`config.mk`:
```
export PLATFORM = sky130hd
export DESIGN_NAME = tsa_slot_assigner
export DESIGN_NICKNAME = d
export VERILOG_FILES = /design/src/design/tsa_pkg.sv /design/src/design/tsa_slot_assigner.sv
export SDC_FILE = /design/constraint.sdc
export NUM_CORES = 2
export LEC_CHECK = 0
export ABC_CLOCK_PERIOD_IN_PS = 6000
export BUFFER_PORTS_ARGS = -buffer_cell sky130_fd_sc_hd__clkbuf_2
export CAP_MARGIN = 20
export CORE_ASPECT_RATIO = 1.2
export CORE_MARGIN = 8
export CORE_UTILIZATION = 40
export CTS_CLUSTER_SIZE = 12
export DETAILED_ROUTE_END_ITERATION = 10
export HOLD_SLACK_MARGIN = 0.06
export PLACE_DENSITY = 0.55
export SETUP_SLACK_MARGIN = 0.1
export SYNTH_ARGS = -nofsm -noshare
export SYNTH_HDL_FRONTEND = slang
export SYNTH_SLANG_ARGS = --single-unit
```
`constraint.sdc`:
```
create_clock -name ref_clk_i -period 6 [get_ports ref_clk_i]
set_clock_uncertainty 0.15 [all_clocks]
set_input_delay 1.2 -clock ref_clk_i [delete_from_list [all_inputs] [get_ports ref_clk_i]]
set_output_delay 1.2 -clock ref_clk_i [all_outputs]
set_load 0.02 [all_outputs]
```
`src/design/tsa_pkg.sv`:
```
package tsa_pkg;

  // ----------------------------------------------------------------
  // register map (word addresses on the plain register port)
  // ----------------------------------------------------------------
  localparam logic [8:0] ADDR_COMMAND     = 9'h100;
  localparam logic [8:0] ADDR_GLOBAL_MODE = 9'h101;
  localparam logic [8:0] ADDR_TDM_MODE    = 9'h102;
  localparam logic [8:0] ADDR_CLOCK_ROUTE = 9'h103;
  localparam logic [8:0] ADDR_STATUS      = 9'h104;

  // ----------------------------------------------------------------
  // routing memory layout
  // ----------------------------------------------------------------
  localparam logic [7:0] RX_CUR_BASE = 8'h00;
  localparam logic [7:0] RX_SHD_BASE = 8'h40;
  localparam logic [7:0] TX_CUR_BASE = 8'h80;
  localparam logic [7:0] TX_SHD_BASE = 8'hc0;
  localparam logic [7:0] ROUTE_SPAN  = 8'h40;
  localparam int         ENTRY_W     = 16;

  // ----------------------------------------------------------------
  // command and global mode values
  // ----------------------------------------------------------------
  localparam logic [7:0] CMD_SWITCH_FIRST = 8'hc0;
  localparam logic [7:0] GMODE_FIRST_ON   = 8'h05;

  // ----------------------------------------------------------------
  // tdm mode field positions and reset values
  // ----------------------------------------------------------------
  localparam int TX_SYNC_DELAY_LSB = 0;
  localparam int GM_BIT   = 2;
  localparam int FE_BIT   = 3;
  localparam int CE_BIT   = 4;
  localparam int STZ_BIT  = 5;
  localparam int CRT_BIT  = 6;
  localparam int DSC_BIT  = 7;
  localparam int RX_SYNC_DELAY_LSB = 8;
  localparam int SDM_LSB  = 10;

  localparam logic [7:0]  RST_COMMAND     = 8'h00;
  localparam logic [7:0]  RST_GLOBAL_MODE = 8'h00;
  localparam logic [31:0] RST_TDM_MODE    = 32'h0000_0000;
  localparam logic [31:0] RST_CLOCK_ROUTE = 32'h0000_0000;
  localparam logic [3:0]  BITS_PER_BYTE   = 4'h8;

  // ----------------------------------------------------------------
  // channel select codes and states
  // ----------------------------------------------------------------
  localparam logic [2:0] CH_NONE   = 3'h0;
  localparam logic [2:0] CH_STROBE = 3'h7;

  typedef struct packed {
    logic [1:0] switch_tx_rx;
    logic [3:0] strobe_select;
    logic       spare;
    logic [2:0] channel_select;
    logic [3:0] slot_length;
    logic       unit_is_byte;
    logic       last_entry;
  } tsa_entry_t;

  typedef struct packed {
    logic [2:0] strobe;
    logic [5:0] chan_en;
  } tsa_slot_out_t;

  typedef enum logic [1:0] {
    ST_IDLE  = 2'b00,
    ST_DELAY = 2'b01,
    ST_LOAD  = 2'b10,
    ST_RUN   = 2'b11
  } tsa_state_t;

endpackage

```
`src/design/tsa_slot_assigner.sv`:
```
`timescale 1ns/100ps
module tsa_slot_assigner
  import tsa_pkg::*;
#(
  parameter int DEPTH = 256
) (
  // clock and reset
  input  wire logic        ref_clk_i,
  input  wire logic        rst_i,
  // register port
  input  wire logic [8:0]  reg_addr_i,
  input  wire logic [31:0] reg_wdata_i,
  input  wire logic        reg_wr_i,
  input  wire logic        reg_rd_i,
  output logic      [31:0] reg_rdata_o,
  // tdm link
  input  wire logic        tdm_rx_clock_i,
  input  wire logic        tdm_rx_sync_i,
  input  wire logic        tdm_rx_data_i,
  input  wire logic        tx_grant_i,
  output logic             tdm_tx_data_o,
  output logic             tdm_tx_data_oe_o,
  // strobes and channel side
  output logic             codec_strobe_one_o,
  output logic             codec_strobe_two_o,
  output logic             codec_strobe_three_o,
  output logic      [5:0]  chan_en_o,
  output logic             rx_bit_o,
  output logic             rx_bit_valid_o,
  input  wire logic [5:0]  chan_tx_bit_i
);

  // ----------------------------------------------------------------
  // registers and routing memory
  // ----------------------------------------------------------------
  logic [ENTRY_W-1:0] route_mem [DEPTH];
  logic [7:0]  command, next_command;
  logic [7:0]  global_mode, next_global_mode;
  logic [31:0] tdm_mode, next_tdm_mode;
  logic [31:0] clock_route, next_clock_route;
  logic        use_shadow, next_use_shadow;
  logic        switch_pend, next_switch_pend;
  logic [31:0] next_rdata;

  function automatic logic [7:0] route_base(input logic shadow, input logic tx);
    route_base = tx ? (shadow ? TX_SHD_BASE : TX_CUR_BASE)
                    : (shadow ? RX_SHD_BASE : RX_CUR_BASE);
  endfunction

  wire logic tdm_on  = (global_mode == GMODE_FIRST_ON);
  wire logic common_timing     = tdm_mode[CRT_BIT];
  wire logic double_speed_clock     = tdm_mode[DSC_BIT];
  wire logic ce      = tdm_mode[CE_BIT];
  wire logic fe      = tdm_mode[FE_BIT];
  wire logic gm      = tdm_mode[GM_BIT];
  wire logic tx_zero_idle     = tdm_mode[STZ_BIT];
  wire logic [1:0] rx_sync_delay = tdm_mode[RX_SYNC_DELAY_LSB +: 2];
  wire logic [1:0] tx_sync_delay = tdm_mode[TX_SYNC_DELAY_LSB +: 2];
  wire logic [1:0] diagnostic_mode  = tdm_mode[SDM_LSB +: 2];

  logic frame_start;

  always_comb begin
    next_command     = command;
    next_global_mode = global_mode;
    next_tdm_mode    = tdm_mode;
    next_clock_route = clock_route;
    next_use_shadow  = use_shadow;
    next_switch_pend = switch_pend;
    next_rdata       = 32'h0000_0000;
    // swap only at a frame boundary so no frame mixes two routes
    if (switch_pend && frame_start) begin
      next_use_shadow  = ~use_shadow;
      next_switch_pend = 1'b0;
    end
    if (reg_wr_i) begin
      unique case (reg_addr_i)
        ADDR_COMMAND: begin
          next_command = reg_wdata_i[7:0];
          if (reg_wdata_i[7:0] == CMD_SWITCH_FIRST) begin
            next_switch_pend = 1'b1;
          end
        end
        ADDR_GLOBAL_MODE: next_global_mode = reg_wdata_i[7:0];
        ADDR_TDM_MODE:    next_tdm_mode    = reg_wdata_i;
        ADDR_CLOCK_ROUTE: next_clock_route = reg_wdata_i;
        default: ;
      endcase
    end
    if (reg_rd_i) begin
      if (reg_addr_i[8] == 1'b0) begin
        next_rdata = {16'h0000, route_mem[reg_addr_i[7:0]]};
      end else begin
        unique case (reg_addr_i)
          ADDR_COMMAND:     next_rdata = {24'h000000, command};
          ADDR_GLOBAL_MODE: next_rdata = {24'h000000, global_mode};
          ADDR_TDM_MODE:    next_rdata = tdm_mode;
          ADDR_CLOCK_ROUTE: next_rdata = clock_route;
          ADDR_STATUS:      next_rdata = {30'h0, switch_pend, use_shadow};
          default:          next_rdata = 32'h0000_0000;
        endcase
      end
    end
  end

  always_ff @(posedge ref_clk_i or posedge rst_i) begin
    if (rst_i) begin
      command     <= RST_COMMAND;
      global_mode <= RST_GLOBAL_MODE;
      tdm_mode    <= RST_TDM_MODE;
      clock_route <= RST_CLOCK_ROUTE;
      use_shadow  <= 1'b0;
      switch_pend <= 1'b0;
      reg_rdata_o <= 32'h0000_0000;
    end else begin
      command     <= next_command;
      global_mode <= next_global_mode;
      tdm_mode    <= next_tdm_mode;
      clock_route <= next_clock_route;
      use_shadow  <= next_use_shadow;
      switch_pend <= next_switch_pend;
      reg_rdata_o <= next_rdata;
    end
  end

  // memory has no reset: software loads it before enabling the tdm
  always_ff @(posedge ref_clk_i) begin
    if (reg_wr_i && reg_addr_i[8] == 1'b0) begin
      route_mem[reg_addr_i[7:0]] <= reg_wdata_i[ENTRY_W-1:0];
    end
  end

  // ----------------------------------------------------------------
  // pin synchronisers and edge detection
  // ----------------------------------------------------------------
  logic [1:0] clk_s, sync_s, dat_s, gnt_s;
  logic       clk_d, sync_d;

  // one clock serves rx and tx when common timing is set; only that is built
  wire logic rise = clk_s[1] & ~clk_d;
  wire logic fall = ~clk_s[1] & clk_d;
  wire logic sync_edge = fe ? rise : fall;
  wire logic tx_edge   = ce ? fall : rise;
  wire logic rx_edge   = ce ? rise : fall;
  // sync as seen on the chosen clock edge; the pin itself moves off that edge
  wire logic next_sync_d = sync_edge ? sync_s[1] : sync_d;

  always_ff @(posedge ref_clk_i or posedge rst_i) begin
    if (rst_i) begin
      clk_s  <= 2'b00;
      sync_s <= 2'b00;
      dat_s  <= 2'b00;
      gnt_s  <= 2'b00;
      clk_d  <= 1'b0;
      sync_d <= 1'b0;
    end else begin
      clk_s  <= {clk_s[0], tdm_rx_clock_i};
      sync_s <= {sync_s[0], tdm_rx_sync_i};
      dat_s  <= {dat_s[0], tdm_rx_data_i};
      gnt_s  <= {gnt_s[0], tx_grant_i};
      clk_d  <= clk_s[1];
      sync_d <= next_sync_d;
    end
  end

  // dsc=1 would halve the bit rate; count every other bit edge
  logic half;
  wire logic bit_tick = tx_edge & (~double_speed_clock | half);
  assign frame_start = sync_edge & sync_s[1] & ~sync_d;

  // ----------------------------------------------------------------
  // slot sequencer
  // ----------------------------------------------------------------
  tsa_state_t  state, next_state;
  logic [5:0]  idx, next_idx;
  logic [6:0]  bits_left, next_bits_left;
  logic [1:0]  dly, next_dly;
  tsa_entry_t  cur, next_cur;
  logic        next_half;

  wire tsa_entry_t rd_entry =
    tsa_entry_t'(route_mem[route_base(use_shadow, 1'b0) + {2'b00, idx}]);
  wire logic [6:0] slot_bits = rd_entry.unit_is_byte ?
    7'({3'h0, rd_entry.slot_length} * 7'(BITS_PER_BYTE) + 7'(BITS_PER_BYTE)) :
    7'({3'h0, rd_entry.slot_length} + 7'h1);

  always_comb begin
    next_state     = state;
    next_idx       = idx;
    next_bits_left = bits_left;
    next_dly       = dly;
    next_cur       = cur;
    next_half      = tx_edge ? ~half : half;
    if (!tdm_on || diagnostic_mode != 2'b00 || !common_timing) begin
      next_state = ST_IDLE;
    end else if (frame_start) begin
      next_idx   = 6'h00;
      next_dly   = (rx_sync_delay > tx_sync_delay) ? rx_sync_delay : tx_sync_delay;
      next_state = ST_DELAY;
      next_half  = 1'b1;
    end else begin
      unique case (state)
        ST_IDLE: ;
        ST_DELAY: begin
          if (dly == 2'b00) begin
            next_state = ST_LOAD;
          end else if (bit_tick) begin
            next_dly = dly - 2'b01;
          end
        end
        ST_LOAD: begin
          next_cur       = rd_entry;
          next_bits_left = slot_bits;
          next_state     = ST_RUN;
        end
        ST_RUN: begin
          if (bit_tick) begin
            if (bits_left == 7'h01) begin
              if (cur.last_entry) begin
                next_state = ST_IDLE;
              end else begin
                next_idx   = idx + 6'h01;
                next_state = ST_LOAD;
              end
            end else begin
              next_bits_left = bits_left - 7'h01;
            end
          end
        end
      endcase
    end
  end

  always_ff @(posedge ref_clk_i or posedge rst_i) begin
    if (rst_i) begin
      state     <= ST_IDLE;
      idx       <= 6'h00;
      bits_left <= 7'h00;
      dly       <= 2'b00;
      cur       <= '0;
      half      <= 1'b0;
    end else begin
      state     <= next_state;
      idx       <= next_idx;
      bits_left <= next_bits_left;
      dly       <= next_dly;
      cur       <= next_cur;
      half      <= next_half;
    end
  end

  // ----------------------------------------------------------------
  // outputs: strobes, channel enables, data
  // ----------------------------------------------------------------
  // strobes are held through ST_LOAD so two entries with one strobe do not glitch
  wire logic in_slot = (state == ST_RUN) || (state == ST_LOAD && idx != 6'h00);
  tsa_slot_out_t slot_out;
  logic [5:0] next_en;
  logic       next_txd, next_oe, next_rxb, next_rxv;

  always_comb begin
    slot_out = '0;
    if (in_slot) begin
      unique case (cur.strobe_select[1:0])
        2'b01: slot_out.strobe = 3'b001;
        2'b10: slot_out.strobe = 3'b010;
        2'b11: slot_out.strobe = 3'b100;
        default: slot_out.strobe = 3'b000;
      endcase
      if (cur.channel_select != CH_NONE && cur.channel_select != CH_STROBE) begin
        slot_out.chan_en = 6'(6'h01 << (cur.channel_select - 3'h1));
      end
    end
    next_en  = (state == ST_RUN) ? slot_out.chan_en : 6'h00;
    next_txd = tdm_tx_data_o;
    next_oe  = tdm_tx_data_oe_o;
    if (tx_edge) begin
      // open drain: drive only a zero, release for a one; grant gates slot driving, not the stz idle zeros
      next_txd = 1'b0;
      next_oe  = (state == ST_RUN) && (|next_en) && (!gm || gnt_s[1]) &&
                 !(|(chan_tx_bit_i & next_en));
      if (state != ST_RUN && tx_zero_idle) begin
        next_oe = 1'b1;
      end
    end
    next_rxb = dat_s[1];
    next_rxv = rx_edge && (state == ST_RUN) && (|next_en);
  end

  always_ff @(posedge ref_clk_i or posedge rst_i) begin
    if (rst_i) begin
      codec_strobe_one_o   <= 1'b0;
      codec_strobe_two_o   <= 1'b0;
      codec_strobe_three_o <= 1'b0;
      chan_en_o            <= 6'h00;
      tdm_tx_data_o        <= 1'b0;
      tdm_tx_data_oe_o     <= 1'b0;
      rx_bit_o             <= 1'b0;
      rx_bit_valid_o       <= 1'b0;
    end else begin
      codec_strobe_one_o   <= slot_out.strobe[0];
      codec_strobe_two_o   <= slot_out.strobe[1];
      codec_strobe_three_o <= slot_out.strobe[2];
      chan_en_o            <= next_en;
      tdm_tx_data_o        <= next_txd;
      tdm_tx_data_oe_o     <= next_oe;
      rx_bit_o             <= next_rxb;
      rx_bit_valid_o       <= next_rxv;
    end
  end

  // ----------------------------------------------------------------
  // checks
  // ----------------------------------------------------------------
  a_cmd_arms_switch: assert property (@(posedge ref_clk_i) disable iff (rst_i)
    reg_wr_i && reg_addr_i == ADDR_COMMAND && reg_wdata_i[7:0] == CMD_SWITCH_FIRST
    |=> switch_pend || $changed(use_shadow))
    else $error("switch command not armed");
  a_off_idle: assert property (@(posedge ref_clk_i) disable iff (rst_i)
    !tdm_on |=> state == ST_IDLE)
    else $error("sequencer ran while tdm disabled");
  a_sync_restart: assert property (@(posedge ref_clk_i) disable iff (rst_i)
    frame_start && tdm_on && diagnostic_mode == 2'b00 && common_timing |=> idx == 6'h00 && state == ST_DELAY)
    else $error("frame did not restart at first entry");
  a_last_stops: assert property (@(posedge ref_clk_i) disable iff (rst_i)
    state == ST_RUN && bit_tick && bits_left == 7'h01 && cur.last_entry && !frame_start
    && tdm_on && diagnostic_mode == 2'b00 && common_timing |=> state == ST_IDLE)
    else $error("route ran past last entry");
  a_len_load: assert property (@(posedge ref_clk_i) disable iff (rst_i)
    state == ST_LOAD && !frame_start && tdm_on && diagnostic_mode == 2'b00 && common_timing |=> bits_left ==
    (cur.unit_is_byte ? 7'({3'h0, cur.slot_length} * 7'h8 + 7'h8)
                      : 7'({3'h0, cur.slot_length} + 7'h1)))
    else $error("slot length wrong");
  a_strobe_hold: assert property (@(posedge ref_clk_i) disable iff (rst_i)
    state == ST_LOAD && idx != 6'h00 && cur.strobe_select[1:0] == 2'b01 && !frame_start &&
    rd_entry.strobe_select[1:0] == 2'b01 && tdm_on && diagnostic_mode == 2'b00 && common_timing
    |=> codec_strobe_one_o ##1 codec_strobe_one_o)
    else $error("strobe dropped between entries");
  a_grant_gate: assert property (@(posedge ref_clk_i) disable iff (rst_i)
    gm && !gnt_s[1] && tx_edge && state == ST_RUN |=> !tdm_tx_data_oe_o)
    else $error("drove tx data without grant");
  a_txd_zero: assert property (@(posedge ref_clk_i) disable iff (rst_i)
    tdm_tx_data_oe_o |-> !tdm_tx_data_o)
    else $error("open drain pin drove a one");

endmodule

```
==> results.json <==
{
  "drt_pass1_iterations": 6,
  "cts.clk_slew.worst_paths_ns": 0.06,
  "register_area_um2": 127000,
  "outcome": "complete, no violations",
  "cp_max_fo": 28,
  "max-cap-violations": 0,
  "end_kind": "register",
  "detail-route-antenna-nets": 0,
  "slew_violations": 0,
  "grt-ovfl-total": 0,
  "die_width_um": 619,
  "period_minus_slack_ns": 4.62,
  "reg2reg_depth": 10,
  "ys.flop_type": "edfxtp_1",
  "drtIter0Drc": 10746,
  "holdPathStages": 1,
  "tightest_slew_ns": 1.30,
  "drive_gt1_frac": 0.385,
  "track_usage": 0.232,
  "critPathRequiredTime_ns": 6.74,
  "rr_startpoint": "idx[0]",
  "antenna_found_initial": 34,
  "finalCritPeriodShare": 0.769,
  "synthTopCellsByArea": "edfxtp_1 (70%), mux4_2 (22%), dfrtp_1 (2.3%)",
  "start_util": 0.400,
  "yosysTopAreaCell": "edfxtp_1",
  "synth_cell_types": 72,
  "pin_count": 100,
  "vdd_drop_max_uv": 267,
  "drt_wl_total_um": 541000,
  "whs_endpoint": "gnt_s[0]",
  "gp_congestion": 0.958,
  "area_delta_synth_final_pct": 13.5,
  "r2r_end": "bits_left[6]",
  "busiest_layer": "met2",
  "dp_slack_ns": 0.765,
  "clockBufferDepth": 4,
  "final_cell_mix": "edfxtp_1 (4096), mux4_2 (1685), buf_4 (475), clkbuf_16 (429), nor2_2 (257)",
  "grt_max_degree": 164,
  "coreArea_um2": 436000,
  "hp-start": "tx_grant_i",
  "setup_slack_ns": 1.38,
  "use_met2": 0.378,
  "cts-root-buf": "clkbuf_16",
  "synth-async-reset-ratio": 0.0376,
  "port_buffers": 98,
  "syn_inst": 7611,
  "grt_pass1_wl_um": 743000,
  "rrSetupSlack_ns": 1.38,
  "syn_nets": 7675,
  "synth_warnings": 0,
  "cts_resized": 0,
  "syn_area_per_cell_um2": 22.9,
  "vias": 87356,
  "seq_area_frac_synth": 0.727,
  "numCtsBuffers": 423,
  "finalNetCount": 8252,
  "cts-htree-levels": 5,
  "insertion_delay_ns": 1.02,
  "fmax_mhz": 217,
  "hpwl_um": 333000,
  "final_common_cell": "edfxtp_1",
  "synth_top_area_share": 0.705,
  "report.final.setup_viol": 0,
  "power.density_nw_per_um2": 306,
  "setup.worst_path.class": "reg -> reg",
  "dieArea_um2": 458000,
  "critPathLaunchType": "register",
  "p_leak_uw": 0.0609,
  "worstPathArrival_ns": 5.36,
  "multiInputGateArea_um2": 45800,
  "drcViolationCount": 0,
  "cts_tree": "yes",
  "finalHoldViolCount": 0,
  "holdCritPathClass": "in -> reg",
  "slew_headroom": 0.134,
  "tns_ns": 0,
  "grt_pass1_vias": 89792,
  "std_cell_rows": 266,
  "grt_use_met3": 0.0544,
  "die_height_um": 740,
  "wl_per_cell_um": 38.0,
  "synth_edf_count": 4096,
  "netlist_area_um2": 175000,
  "via_per_inst": 6.14,
  "critPathLaunch": "idx[0]",
  "cts_sinks": 4256,
  "synth-seq-cells": 4256,
  "fillers": 36159,
  "rsz0062_at_grt": "no",
  "use_met1": 0.296
}
where the power goes:
group / internal [uW] / switching (uW)
sequential: 32600 / 59.9
clock: 13400 / 11100
combinational: 1180 / 2160
total: 47200 / 13400
what timing repair did:
action / CTS / global route
hold buffers: 0 / 1
buffers inserted: 0 / 0
hold endpoints to repair: 0 / 23
cells by family after synthesis:
family                   synth area share
XOR/XNOR                         0.000301
adder cells (fa/ha/maj)          0.000645
other                           0.0000215
AND/OR/NAND/NOR                    0.0173
flip-flops                          0.727
AO/OA/AOI/OAI                      0.0118
buffers and inverters              0.0146
multiplexers                        0.228
routing by layer:
metal | vias up | routed length [um] | share of wire
met4 | 14 | 29700 | 0.055
met5 | - | 440 | 0.00081
met1 | 48293 | 202000 | 0.37
met2 | 4066 | 262000 | 0.48
met3 | 873 | 46300 | 0.086
li1 | 34110 | - | -
per-stage QoR:
step	power, uW	hold WS [ns]	util	cells	area [um^2]
4_1_cts	61000	0.0853	0.454	14182	198000
5_1_grt	62100	0.129	0.454	14209	198000
2_1_floorplan	34900	0.181	-	7611	175000
3_5_place_dp	36700	0.192	0.426	13521	186000
6_report	60600	0.173	0.455	14218	198000
3_3_place_gp	36600	0.192	0.426	13516	186000
worst max-delay path by stage:
stage,to,slack [ns],depth (start not counted)
finish,bits_left[6],1.38,10
global route,bits_left[1],1.18,11
CTS,bits_left[6],1.34,10
detailed placement,reg_rdata_o[6],0.76,10
global placement,reg_rdata_o[6],0.73,10
floorplan,bits_left[0],0.33,1
registers in the layout (all words and copies together) (netlist names), 2 cells and up:
signal,count
sync_s,2
dat_s,2
command,8
clock_route,32
idx,6
gnt_s,2
reg_rdata_o,32
dly,2
tdm_mode,32
bits_left,7
clk_s,2
chan_en_o,6
cur,6
global_mode,8
state,2
route_mem,4096
area by class of cell:
cell class | instances | area share
diodes | 32 | 0.000404
flip-flops and latches | 4256 | 0.641
clock buffers | 542 | 0.0567
multi-input cells | 2840 | 0.231
well taps | 5762 | 0.0364
repair buffers | 651 | 0.0293
clock inverters | 119 | 0.00500
inverters | 16 | 0.000328
cells in the mapped netlist (4+ instances only):
| library cell | count |
|---|---|
| edfxtp_1 | 4096 |
| mux4_2 | 1685 |
| nor2_1 | 356 |
| clkbuf_1 | 203 |
| buf_2 | 160 |
| dfrtp_1 | 160 |
| nand2_1 | 99 |
| mux2_2 | 98 |
| mux2i_1 | 73 |
| o22ai_1 | 63 |
| buf_1 | 57 |
| a22oi_1 | 52 |
| nand3_1 | 50 |
| buf_4 | 47 |
| a21oi_1 | 34 |
| nor2b_1 | 33 |
| buf_6 | 32 |
| nor3_1 | 32 |
| o21ai_0 | 29 |
| a31oi_1 | 20 |
| nand2b_1 | 19 |
| nand4_1 | 17 |
| inv_1 | 14 |
| a22o_1 | 12 |
| nor4_1 | 12 |
| a221oi_1 | 11 |
| and2_1 | 11 |
| o211ai_1 | 11 |
| ha_1 | 9 |
| a32oi_1 | 8 |
| or3_1 | 8 |
| nand3b_1 | 6 |
| o22a_1 | 6 |
| a211oi_1 | 5 |
| o32ai_1 | 5 |
| or4_1 | 5 |
| a2111oi_0 | 4 |
| a31o_2 | 4 |
| nor3b_1 | 4 |
| or3b_2 | 4 |
| xor2_1 | 4 |
critical path, cell delays in order, from the launching register on:
cell	delay, ns
dfrtp_4	0.93
buf_12	0.32
buf_4	0.35
mux4_2	0.29
nor3b_1	0.05
a2111oi_0	0.63
nand2_1	0.44
a22oi_1	0.63
nand3_1	0.18
xor2_1	0.21
a211oi_1	0.23
Power figures use the tool's default switching activity.
